==> src/recirc_defs.svh <==
// constants for the motor recirculation counter: offsets, fields, resets, timing
`ifndef RECIRC_DEFS_SVH
`define RECIRC_DEFS_SVH

// register byte addresses
`define RC_COUNT_OFS      32'h0000_0000
`define RC_CTRL_OFS       32'h0000_0004
`define RC_STATUS_OFS     32'h0000_0008

// widths
`define RC_COUNT_W        8
`define RC_PRESC_W        6

// prescaler terminal value: bus clock divided by 64
`define RC_PRESC_LAST     6'h3F
`define RC_PRESC_ZERO     6'h00

// counter values
`define RC_COUNT_ZERO     8'h00
`define RC_COUNT_ONE      8'h01
`define RC_COUNT_STEP     8'h01

// control register field and reset
`define RC_CTRL_EN_BIT    0
`define RC_CTRL_RESET     1'h1

// status register fields
`define RC_STAT_SENSE_BIT 0
`define RC_STAT_WAIT_BIT  1

// axi responses
`define RC_RESP_OKAY      2'h0
`define RC_RESP_SLVERR    2'h2
`define RC_RESP_DECERR    2'h3

`define RC_DATA_ZERO      32'h0000_0000

`endif

==> src/recirc_pkg.sv <==
// types shared by the motor recirculation counter
`default_nettype none

package recirc_pkg;

  // which register an address selects
  typedef enum logic [1:0] {
    SEL_COUNT,
    SEL_CTRL,
    SEL_STATUS,
    SEL_NONE
  } reg_sel_t;

  // one read answer, held until rready
  typedef struct packed {
    logic [31:0] data;
    logic [1:0]  resp;
  } rd_answer_t;

  // control word, software visible
  typedef struct packed {
    logic count_en;
  } ctrl_t;

endpackage

`default_nettype wire

==> src/motor_recirculation_counter.sv <==
// integrating counter of sense-pin high time with an axi4-lite register slave
//
// Behaviour
// - 8-bit counter, tick every 64 bus clocks
// - increment per tick only while pin high
// - count readable, read-only, writes ignored
// - each count read outside wait state clears count after returning it
// - counting continues during processor wait state
// - no count read or clear in wait
//
// Chosen here: the AXI4-Lite register port and the address map.
`include "recirc_defs.svh"
`default_nettype none

module motor_recirculation_counter (
  // clock and reset
  input  wire logic        aclk,
  input  wire logic        aresetn,
  // motor sense pin, asynchronous to aclk
  input  wire logic        recirculation_sense_pin,
  // processor wait state, from logic on aclk
  input  wire logic        cpu_wait,
  // axi4-lite write address
  input  wire logic        awvalid,
  output var  logic        awready,
  input  wire logic [31:0] awaddr,
  input  wire logic [2:0]  awprot,
  // axi4-lite write data
  input  wire logic        wvalid,
  output var  logic        wready,
  input  wire logic [31:0] wdata,
  input  wire logic [3:0]  wstrb,
  // axi4-lite write response
  output var  logic        bvalid,
  input  wire logic        bready,
  output var  logic [1:0]  bresp,
  // axi4-lite read address
  input  wire logic        arvalid,
  output var  logic        arready,
  input  wire logic [31:0] araddr,
  input  wire logic [2:0]  arprot,
  // axi4-lite read data
  output var  logic        rvalid,
  input  wire logic        rready,
  output var  logic [31:0] rdata,
  output var  logic [1:0]  rresp
);

  ////////////////////////////////////////////////////////////////////////////////
  // state

  logic                      sense_meta_q;
  logic                      sense_q;
  logic [`RC_PRESC_W-1:0]    presc_q;
  logic                      tick_q;
  logic [`RC_COUNT_W-1:0]    count_q;
  logic [`RC_COUNT_W-1:0]    count_d;
  recirc_pkg::ctrl_t         ctrl_q;
  logic                      awready_q;
  logic                      wready_q;
  logic                      bvalid_q;
  logic [1:0]                bresp_q;
  logic                      arready_q;
  logic                      rvalid_q;
  recirc_pkg::rd_answer_t    rd_q;
  recirc_pkg::rd_answer_t    rd_d;
  logic                      wr_fire;
  logic                      rd_fire;
  logic                      count_clear;
  logic                      count_inc;
  recirc_pkg::reg_sel_t      wr_sel;
  recirc_pkg::reg_sel_t      rd_sel;

  function automatic recirc_pkg::reg_sel_t decode(input logic [31:0] addr);
    case (addr)
      `RC_COUNT_OFS:  decode = recirc_pkg::SEL_COUNT;
      `RC_CTRL_OFS:   decode = recirc_pkg::SEL_CTRL;
      `RC_STATUS_OFS: decode = recirc_pkg::SEL_STATUS;
      default:        decode = recirc_pkg::SEL_NONE;
    endcase
  endfunction

  ////////////////////////////////////////////////////////////////////////////////
  // sense pin synchroniser

  always_ff @(posedge aclk) begin
    if (!aresetn) begin
      sense_meta_q <= 1'b0;
      sense_q      <= 1'b0;
    end else begin
      sense_meta_q <= recirculation_sense_pin;
      sense_q      <= sense_meta_q;
    end
  end

  ////////////////////////////////////////////////////////////////////////////////
  // divide-by-64 prescaler; free running, wait state does not stop it

  always_ff @(posedge aclk) begin
    if (!aresetn) begin
      presc_q <= `RC_PRESC_ZERO;
      tick_q  <= 1'b0;
    end else begin
      presc_q <= presc_q + `RC_PRESC_W'(1);
      tick_q  <= (presc_q == `RC_PRESC_LAST);
    end
  end

  ////////////////////////////////////////////////////////////////////////////////
  // counter

  assign wr_sel = decode(awaddr);
  assign rd_sel = decode(araddr);

  // handshakes complete on the cycle ready is shown high with valid
  assign wr_fire = awready_q && awvalid && wready_q && wvalid;
  assign rd_fire = arready_q && arvalid;

  // a read in wait state is refused, so it never clears
  assign count_clear = rd_fire && (rd_sel == recirc_pkg::SEL_COUNT) && !cpu_wait;
  assign count_inc   = tick_q && sense_q && ctrl_q.count_en;

  always_comb begin
    count_d = count_q;
    if (count_clear && count_inc) begin
      // a tick landing on the clearing read is kept, not lost
      count_d = `RC_COUNT_ONE;
    end else if (count_clear) begin
      count_d = `RC_COUNT_ZERO;
    end else if (count_inc) begin
      count_d = count_q + `RC_COUNT_STEP;
    end
  end

  always_ff @(posedge aclk) begin
    if (!aresetn) begin
      count_q <= `RC_COUNT_ZERO;
    end else begin
      count_q <= count_d;
    end
  end

  ////////////////////////////////////////////////////////////////////////////////
  // write channel: aw and w are taken together once both are offered

  always_ff @(posedge aclk) begin
    if (!aresetn) begin
      awready_q <= 1'b0;
      wready_q  <= 1'b0;
    end else if (!awready_q && awvalid && wvalid && !bvalid_q) begin
      awready_q <= 1'b1;
      wready_q  <= 1'b1;
    end else begin
      awready_q <= 1'b0;
      wready_q  <= 1'b0;
    end
  end

  always_ff @(posedge aclk) begin
    if (!aresetn) begin
      ctrl_q.count_en <= `RC_CTRL_RESET;
    end else if (wr_fire && (wr_sel == recirc_pkg::SEL_CTRL) && wstrb[0]) begin
      ctrl_q.count_en <= wdata[`RC_CTRL_EN_BIT];
    end
  end

  always_ff @(posedge aclk) begin
    if (!aresetn) begin
      bvalid_q <= 1'b0;
      bresp_q  <= `RC_RESP_OKAY;
    end else if (wr_fire) begin
      bvalid_q <= 1'b1;
      case (wr_sel)
        // count and status ignore writes but accept them
        recirc_pkg::SEL_COUNT:  bresp_q <= `RC_RESP_OKAY;
        recirc_pkg::SEL_CTRL:   bresp_q <= `RC_RESP_OKAY;
        recirc_pkg::SEL_STATUS: bresp_q <= `RC_RESP_OKAY;
        default:                bresp_q <= `RC_RESP_DECERR;
      endcase
    end else if (bvalid_q && bready) begin
      bvalid_q <= 1'b0;
    end
  end

  ////////////////////////////////////////////////////////////////////////////////
  // read channel

  always_ff @(posedge aclk) begin
    if (!aresetn) begin
      arready_q <= 1'b0;
    end else begin
      arready_q <= !arready_q && arvalid && !rvalid_q;
    end
  end

  always_comb begin
    rd_d.data = `RC_DATA_ZERO;
    rd_d.resp = `RC_RESP_OKAY;
    case (rd_sel)
      recirc_pkg::SEL_COUNT: begin
        if (cpu_wait) begin
          rd_d.resp = `RC_RESP_SLVERR;
        end else begin
          // value returned is the one before the clear
          rd_d.data[`RC_COUNT_W-1:0] = count_q;
        end
      end
      recirc_pkg::SEL_CTRL: begin
        rd_d.data[`RC_CTRL_EN_BIT] = ctrl_q.count_en;
      end
      recirc_pkg::SEL_STATUS: begin
        rd_d.data[`RC_STAT_SENSE_BIT] = sense_q;
        rd_d.data[`RC_STAT_WAIT_BIT]  = cpu_wait;
      end
      default: begin
        rd_d.resp = `RC_RESP_DECERR;
      end
    endcase
  end

  always_ff @(posedge aclk) begin
    if (!aresetn) begin
      rvalid_q  <= 1'b0;
      rd_q.data <= `RC_DATA_ZERO;
      rd_q.resp <= `RC_RESP_OKAY;
    end else if (rd_fire) begin
      rvalid_q <= 1'b1;
      rd_q     <= rd_d;
    end else if (rvalid_q && rready) begin
      rvalid_q <= 1'b0;
    end
  end

  ////////////////////////////////////////////////////////////////////////////////
  // outputs

  assign awready = awready_q;
  assign wready  = wready_q;
  assign bvalid  = bvalid_q;
  assign bresp   = bresp_q;
  assign arready = arready_q;
  assign rvalid  = rvalid_q;
  assign rdata   = rd_q.data;
  assign rresp   = rd_q.resp;

endmodule

`default_nettype wire

==> config.mk <==
export PLATFORM = sky130hd
export DESIGN_NAME = motor_recirculation_counter
export DESIGN_NICKNAME = d
export VERILOG_FILES = /design/src/recirc_pkg.sv /design/src/motor_recirculation_counter.sv
export VERILOG_INCLUDE_DIRS = /design/src
export SDC_FILE = /design/constraint.sdc
export NUM_CORES = 1
export LEC_CHECK = 0
export BUFFER_PORTS_ARGS = -buffer_cell sky130_fd_sc_hd__buf_2
export CAP_MARGIN = 20
export CELL_PAD_IN_SITES_DETAIL_PLACEMENT = 1
export CELL_PAD_IN_SITES_GLOBAL_PLACEMENT = 1
export CORE_MARGIN = 2
export CORE_UTILIZATION = 26
export DETAILED_ROUTE_END_ITERATION = 8
export GPL_TIMING_DRIVEN = 0
export MAX_ROUTING_LAYER = met4
export PLACE_DENSITY_LB_ADDON = 0.1
export SYNTH_ARGS = -nofsm -noshare
export SYNTH_HDL_FRONTEND = slang
export SYNTH_SLANG_ARGS = --single-unit
==> constraint.sdc <==
create_clock -name aclk -period 4.9 [get_ports aclk]
set_input_delay 1.47 -clock aclk [delete_from_list [all_inputs] [get_ports aclk]]
set_output_delay 1.47 -clock aclk [all_outputs]
set_load 0.05 [all_outputs]
==> results of run 1 <==
-- how the worst max path moves through the flow --
stage,to,slack [ns]
2_1_floorplan,count_q[5],0.31
3_3_place_gp,count_q[5],-0.01
3_5_place_dp,count_q[6],-0.006
4_1_cts,count_q[4],0.30
5_1_grt,count_q[5],0.20
6_report,count_q[4],0.30
-- kinds of logic (layout without fill, tap and decap cells) --
| kind of cell | Yosys count | in the layout | share of synthesized area |
|---|---|---|---|
| AOI/OAI and AO/OA | 31 | 31 | 0.1227 |
| xor gates and xnor gates | 10 | 10 | 0.04642 |
| adders and majority gates | 5 | 5 | 0.03316 |
| buffers and inverters | 37 | 135 | 0.1293 |
| DFF | 33 | 33 | 0.3501 |
| muxes | 1 | 1 | 0.005305 |
| other | 1 | 24 | 0.001987 |
| and+or+nand+nor | 105 | 105 | 0.3110 |
-- flip-flops by register name, summed over array words and instances, names as in the netlist, 2 cells and up --
register	flops
count_q	8
rdata	8
rresp	2
presc_q	6
-- stage by stage --
step,setup WS [ns],hold WS [ns],TNS [ns],instance area [um^2]
floorplan,0.3138,0.4119,0,1973
global placement,-0.01084,0.4203,-0.02967,2547
detailed placement,-0.005583,0.4214,-0.01479,2547
CTS,0.2981,0.4439,0,2664
global route,0.1973,0.4770,0,2664
finish,0.3008,0.4380,0,2664
-- where the power goes --
group	internal [mW]	switching, mW
Combinational	0.0453	0.0778
Sequential	0.273	0.00315
Clock	0.166	0.0983
Total	0.484	0.179
-- worst max-delay path: cells and delay by family --
kind,cells,cell delay [ns]
AO/OA/AOI/OAI,1,0.18
adder cells (fa/ha/maj),1,0.26
buffers and inverters,2,0.26
AND/OR/NAND/NOR,6,2.60
-- layout make-up --
class | instances | area [um^2]
plain buffers | 33 | 229.0
clock buffers | 7 | 86.33
clock inverters | 1 | 30.03
fillers | 928 | 4473
inverters | 4 | 15.01
multi-input cells | 176 | 1069
flip-flops and latches | 33 | 660.6
well taps | 99 | 123.9
repair buffers | 90 | 450.4
-- cells in the mapped netlist (2+ instances only) --
library cell,n,area (um^2)
clkbuf_1,6,22.52
o311a_1,2,20.02
or4_4,2,22.52
xnor2_1,9,78.83
and2_1,8,50.05
nand2_1,21,78.83
dfxtp_1,33,660.6
buf_4,26,195.2
nand4_1,3,18.77
nor2_1,6,22.52
nor4_1,17,106.4
o21a_1,2,15.01
or3_1,3,18.77
nor3_1,3,15.01
nand3_1,18,90.09
or4_1,5,37.54
o21ai_0,4,20.02
o311ai_0,2,17.52
o21ai_1,6,30.03
ha_1,5,62.56
inv_1,4,15.01
a21boi_0,4,30.03
and3_1,11,68.82
nor2b_1,3,18.77
-- layer usage --
| layer | track usage | part of all wire |
|---|---|---|
| met3 | 0.02585 | 0.050 |
| met2 | 0.2242 | 0.48 |
| met1 | 0.1724 | 0.46 |
| met5 | - | 0 |
| met4 | 0.04478 | 0.013 |
==> summary.md, run 1 <==
| Metric | Value |
|---|---|
| Result of the run | finished clean |
| Number of unique standard cell types used by synthesis | 44 |
| Area growth syn-to-layout | 41.18% |
| Initial DRC Count | 39 |
| Main flop type after synthesis | dfxtp_1 |
| Antenna violations before repair | 0 |
| Commonest non-fill, non-tap cells in the layout | buf_2, dfxtp_1, buf_4 |
| Worst min-delay path class | register to register |
| Arrival time worst endpoint | 4.78 ns |
| Share of layout cells above drive strength 1 | 0.3721 |
| Net count reported at finish | about 460 |
| Pwr/cell area | 249.2 mW/mm^2 |
| Remaining antenna violation count after routing | 0 |
| Number of synthesis warnings | 0 |
| Max-cap viol count | 0 |
| Leakage | 1.269 nW |
| Worst path slowest cell | or4_4 |
| CTS tree | yes |
| Startpoint class of the critical path | input pin |
| Remaining Overflow, GRT | 0 |
| Count of instances resized after the clock tree is built | 0 |
| Max incr delay on CP | 0.59 ns |
| Insertion delay of the later-clocked pin in the worst-skew pair | ~0.28 ns |
| Setup repair after global routing missed its margin | no |
| TritonCTS Buffers | 5 |
| Drt pass-1 iters | 3 |
| List of cells traversed by the critical path | buf_2 > or4_1 > or4_4 > or3_1 > or3_1 > ha_1 > o41a_1 > or4_4 > buf_6 > and3_1 |
| Longest Clk Path Bufs | 2 |
| Startpoint of the worst setup timing path | araddr[8] |
| Endpoint with the worst hold slack | sense_q |
| Initial Utilization | 0.2644 |
| Overall via count from detail_route | 1957 |
| Critical path required time | between 5 and 6 ns |
| Minimum period implied by the final worst setup slack | 4.599 ns |
| Number of placed instances, taps included | 435 |
| Estimated wirelength of the detail-placed design | 4.187 mm |
| CTS Hold Buffers Added | 0 |
| Height of the die | around 89 um |
| Total power after layout | 0.6637 mW |
| Critical path endpoint category | register |
| Synthesized area divided by synthesized cell count | 8.461 um^2 |
| Transition time at the pin with the least slew margin | 0.5602 ns |
| Area of the die | 0.007954 mm^2 |
| Pin count of the biggest net entering global routing | 11 |
| Aggregate global-route resource usage | 0.1379 |
| Startpoint-to-endpoint class of the critical path | input pin to register |
| Start point of the worst min-delay path | sense_meta_q |
| Post-DR vias/cell | between 4 and 5 |
| Postcts setup bufs | 0 |
| Number of enable flip-flop cells after synthesis | 0 |
| Syn Std Cell Area | ~0.0019 mm^2 |
| Max frequency | 217.4 MHz |
| Rel. slew slack | 0.6231 |
| H-Tree Depth | 2 |
| Number of register bits inferred by synthesis | 33 |
| Number of global-route vias before repair | approximately 1900 |
| Global placement routability congestion | 0.7646 |
| Hold-critical path depth | 1 |
| Global-route wire length before repair | about 8.3 mm |
| Slack of the worst reg-to-reg path | 3.42 ns |
| I/O pins | 156 |
| Number of cell rows | 31 |
| Register area share after synthesis | 0.3501 |
| Synthesized instance count | 223 |
| ANT cells | 0 |
| Number of cells on the worst reg-to-reg path | 4 |
| Worst-path maximum fanout | 10 |
| DRC violation count after routing | 0 |
| Most common cell after layout, fill and taps aside | buf_2 |
| Aggregate routed wire length | 5.020 mm |
| Number of input and output port buffers inserted | 90 |
| Horizontal extent of the die | 89.19 um |
| Finished Layout Cells | 443 |
| R2r endpoint | count_q[4] |
| Core footprint | 0.007137 mm^2 |
| DR WL/cell | ~11 um |
| Final hold vios | 0 |
| Sinks on the clock net | 33 |
| Fraction of the cycle the final worst path needs | 0.9386 |
| Fin Clk Skew | around 0.0040 ns |
| Library cell used as clock root buffer | clkbuf_8 |
| Final core occ | 0.3732 |
| Maximum vdd drop | ~0.095 mV |
| Final Max Tran Viols | 0 |
| Async set-reset flop share out of synthesis | 0 |
| Post-CTS clock slew at the launch and capture registers of the worst setup and hold paths | 0.07 ns |
| Final Setup Violations | 0 |
| Reg-to-reg critical path startpoint | arready |
No activity file was read; power rests on OpenSTA's default activity.
==> inputs of run 2 (changes only) <==
--- a/config.mk
+++ b/config.mk
@@ -6,12 +6,13 @@
 export SDC_FILE = /design/constraint.sdc
 export NUM_CORES = 1
 export LEC_CHECK = 0
+export ABC_AREA = 1
 export BUFFER_PORTS_ARGS = -buffer_cell sky130_fd_sc_hd__buf_2
 export CAP_MARGIN = 20
 export CELL_PAD_IN_SITES_DETAIL_PLACEMENT = 1
 export CELL_PAD_IN_SITES_GLOBAL_PLACEMENT = 1
 export CORE_MARGIN = 2
-export CORE_UTILIZATION = 26
+export CORE_UTILIZATION = 24
 export DETAILED_ROUTE_END_ITERATION = 8
 export GPL_TIMING_DRIVEN = 0
 export MAX_ROUTING_LAYER = met4
==> summary.md, run 2 <==
| Metric | Value |
|---|---|
| Result of the run | finished clean |
| Number of filler instances in the final layout | 1026 |
| Final Setup Violations | 0 |
| Postcts setup bufs | 0 |
| Fraction of the cycle the final worst path needs | 0.5828 |
| Commonest non-fill, non-tap cells in the layout | buf_2, nand2_1, nor2_1 |
| R2r endpoint | count_q[6] |
| Number of enable flip-flop cells after synthesis | 0 |
| Pin count of the biggest net entering global routing | 11 |
| Startpoint class of the critical path | input pin |
| Initial DRC Count | 32 |
| I/O pins | 156 |
| Setup repair after global routing missed its margin | no |
| Number of input and output port buffers inserted | 91 |
| Critical path required time | 5.07 ns |
| Antenna violations before repair | 0 |
| Number of synthesis warnings | 0 |
| Aggregate routed wire length | approximately 5 mm |
| Core footprint | roughly 0.0076 mm^2 |
| Post-DR vias/cell | 3.975 |
| Arrival time worst endpoint | 3.03 ns |
| Startpoint-to-endpoint class of the critical path | input pin to register |
| Worst-path maximum fanout | 7 |
| Remaining antenna violation count after routing | 0 |
| Leakage | 1.318 nW |
| Slack of the worst reg-to-reg path | 3.64 ns |
| Worst min-delay path class | register to register |
| Remaining Overflow, GRT | 0 |
| Number of unique standard cell types used by synthesis | 27 |
| DR WL/cell | a little over 10 um |
| Aggregate global-route resource usage | 0.1266 |
| Synthesized area divided by synthesized cell count | 7.035 um^2 |
| Reg-to-reg critical path startpoint | ctrl_q |
| Horizontal extent of the die | 92.14 um |
| Global placement routability congestion | 0.7242 |
| Synth area leader | dfxtp_1 |
| Area growth syn-to-layout | 40.54% |
| Critical path endpoint category | register |
| Area of the die | 0.008489 mm^2 |
| DP Area | 0.002534 mm^2 |
| Synthesized instance count | 265 |
| Overall via count from detail_route | about 1900 |
| Maximum vdd drop | 0.09735 mV |
| ANT cells | 0 |
| Async set-reset flop share out of synthesis | 0 |
| Top post-synthesis cells by count | nand2_1, nor2_1, dfxtp_1, inv_1, buf_4 |
| Estimated wirelength of the detail-placed design | approximately 4.2 mm |
| Max frequency | 350.2 MHz |
| Share of layout cells above drive strength 1 | 0.3575 |
| Setup Slack @ Placement | between 1.5 and 2 ns |
| Most frequent cell after synthesis | nand2_1 |
| Initial Utilization | 0.2451 |
| Number of global-route vias before repair | 2002 |
| Pwr/cell area | 229.7 mW/mm^2 |
| Global-route wire length before repair | approximately 8.5 mm |
| Number of register bits inferred by synthesis | 33 |
| CTS tree | yes |
| Post-CTS clock slew at the launch and capture registers of the worst setup and hold paths | 0.06 ns |
| Number of cell rows | 32 |
| Final critical-path setup slack | 2.044 ns |
| DRC violation count after routing | 0 |
| Height of the die | ~92 um |
| Syn Std Cell Area | roughly 0.0019 mm^2 |
| Longest Clk Path Bufs | 2 |
| Sinks on the clock net | 33 |
| Fin Clk Skew | around 0.0042 ns |
| H-Tree Depth | 2 |
| Final Max Tran Viols | 0 |
| Number of cells on the worst reg-to-reg path | 6 |
| CTS Hold Buffers Added | 0 |
| Drt pass-1 iters | 4 |
| Final hold vios | 0 |
| Post-route cell area | 0.002620 mm^2 |
| TritonCTS Buffers | 5 |
| Register area share after synthesis | 0.3544 |
| Hold-critical path depth | 2 |
| Start point of the worst min-delay path | sense_meta_q |
| Cell types with the largest area share after synthesis | dfxtp_1, buf_4, nand2_1 |
| Library cell used as clock root buffer | clkbuf_8 |
| Insertion delay of the later-clocked pin in the worst-skew pair | 0.28 ns |
| Count of instances resized after the clock tree is built | 0 |
| Endpoint with the worst hold slack | sense_q |
| Share of the synthesized area in the top cell type | 0.3544 |
| Minimum period implied by the final worst setup slack | 2.856 ns |
| Most common cell after layout, fill and taps aside | buf_2 |
| Setup total negative slack | 0 ns |
| Net count reported at finish | about 500 |
| Main flop type after synthesis | dfxtp_1 |
| Max-cap viol count | 0 |
run 2: how the worst max path moves through the flow:
| stage | startpoint | to | slack [ns] |
|---|---|---|---|
| finish | araddr[15] | count_q[2] | 2.04 |
| CTS | araddr[15] | count_q[2] | 2.00 |
| detailed placement | araddr[15] | count_q[2] | 1.70 |
| floorplan | araddr[31] | count_q[0] | 2.07 |
| global route | araddr[11] | count_q[2] | 1.80 |
| global placement | araddr[15] | count_q[2] | 1.73 |
run 2: area by class of cell:
cell class              instances  area, um^2  share of cell area
clock buffers                   7       86.33             0.03295
multi-input cells             196       957.2              0.3653
inverters                      30       112.6             0.04298
repair buffers                 91       455.4              0.1738
plain buffers                  29       220.2             0.08405
flip-flops and latches         33       660.6              0.2521
well taps                     102       127.6             0.04871
run 2: cells by family after synthesis:
| logic type | count (synthesis) | share of synthesized area |
|---|---|---|
| xor+xnor | 4 | 0.01880 |
| flops | 33 | 0.3544 |
| compound gates | 28 | 0.08390 |
| buf+inv | 59 | 0.1785 |
| fa+ha+maj | 5 | 0.03356 |
| other cells | 1 | 0.002011 |
| simple gates | 135 | 0.3289 |
run 2: power breakdown:
part	leakage [nW]	switching [mW]	internal, mW
Clock	0.0443	0.0898	0.111
Sequential	0.268	0.00318	0.273
Combinational	1.01	0.0790	0.0452
run 2: stage by stage:
step / power [mW] / utilization / cells / hold WS [ns]
after floorplan: 0.3673 / - / 288 / 0.3905
after global placement: 0.4047 / 0.3331 / 481 / 0.4043
after detailed placement: 0.4067 / 0.3331 / 481 / 0.4054
after CTS: 0.6155 / 0.3444 / 488 / 0.4206
after global routing: 0.6397 / 0.3444 / 488 / 0.4720
final: 0.6019 / 0.3444 / 488 / 0.4221
run 2: metal layers:
metal | global-route usage | wire length (um)
met1 | 0.1399 | 2141
met2 | 0.2255 | 2477
met3 | 0.03122 | 316
met4 | 0.03731 | 46
met5 | - | 0
run 2: critical path: stages:
cell     delay [ns]
buf_2          0.09
nor2_1         0.09
nand2_1        0.07
nor2_2         0.15
nand2_1        0.11
nor2_4         0.13
inv_1          0.11
ha_1           0.22
o21ai_4        0.11
nand4_1        0.21
nand2_2        0.20
nor3_1         0.06
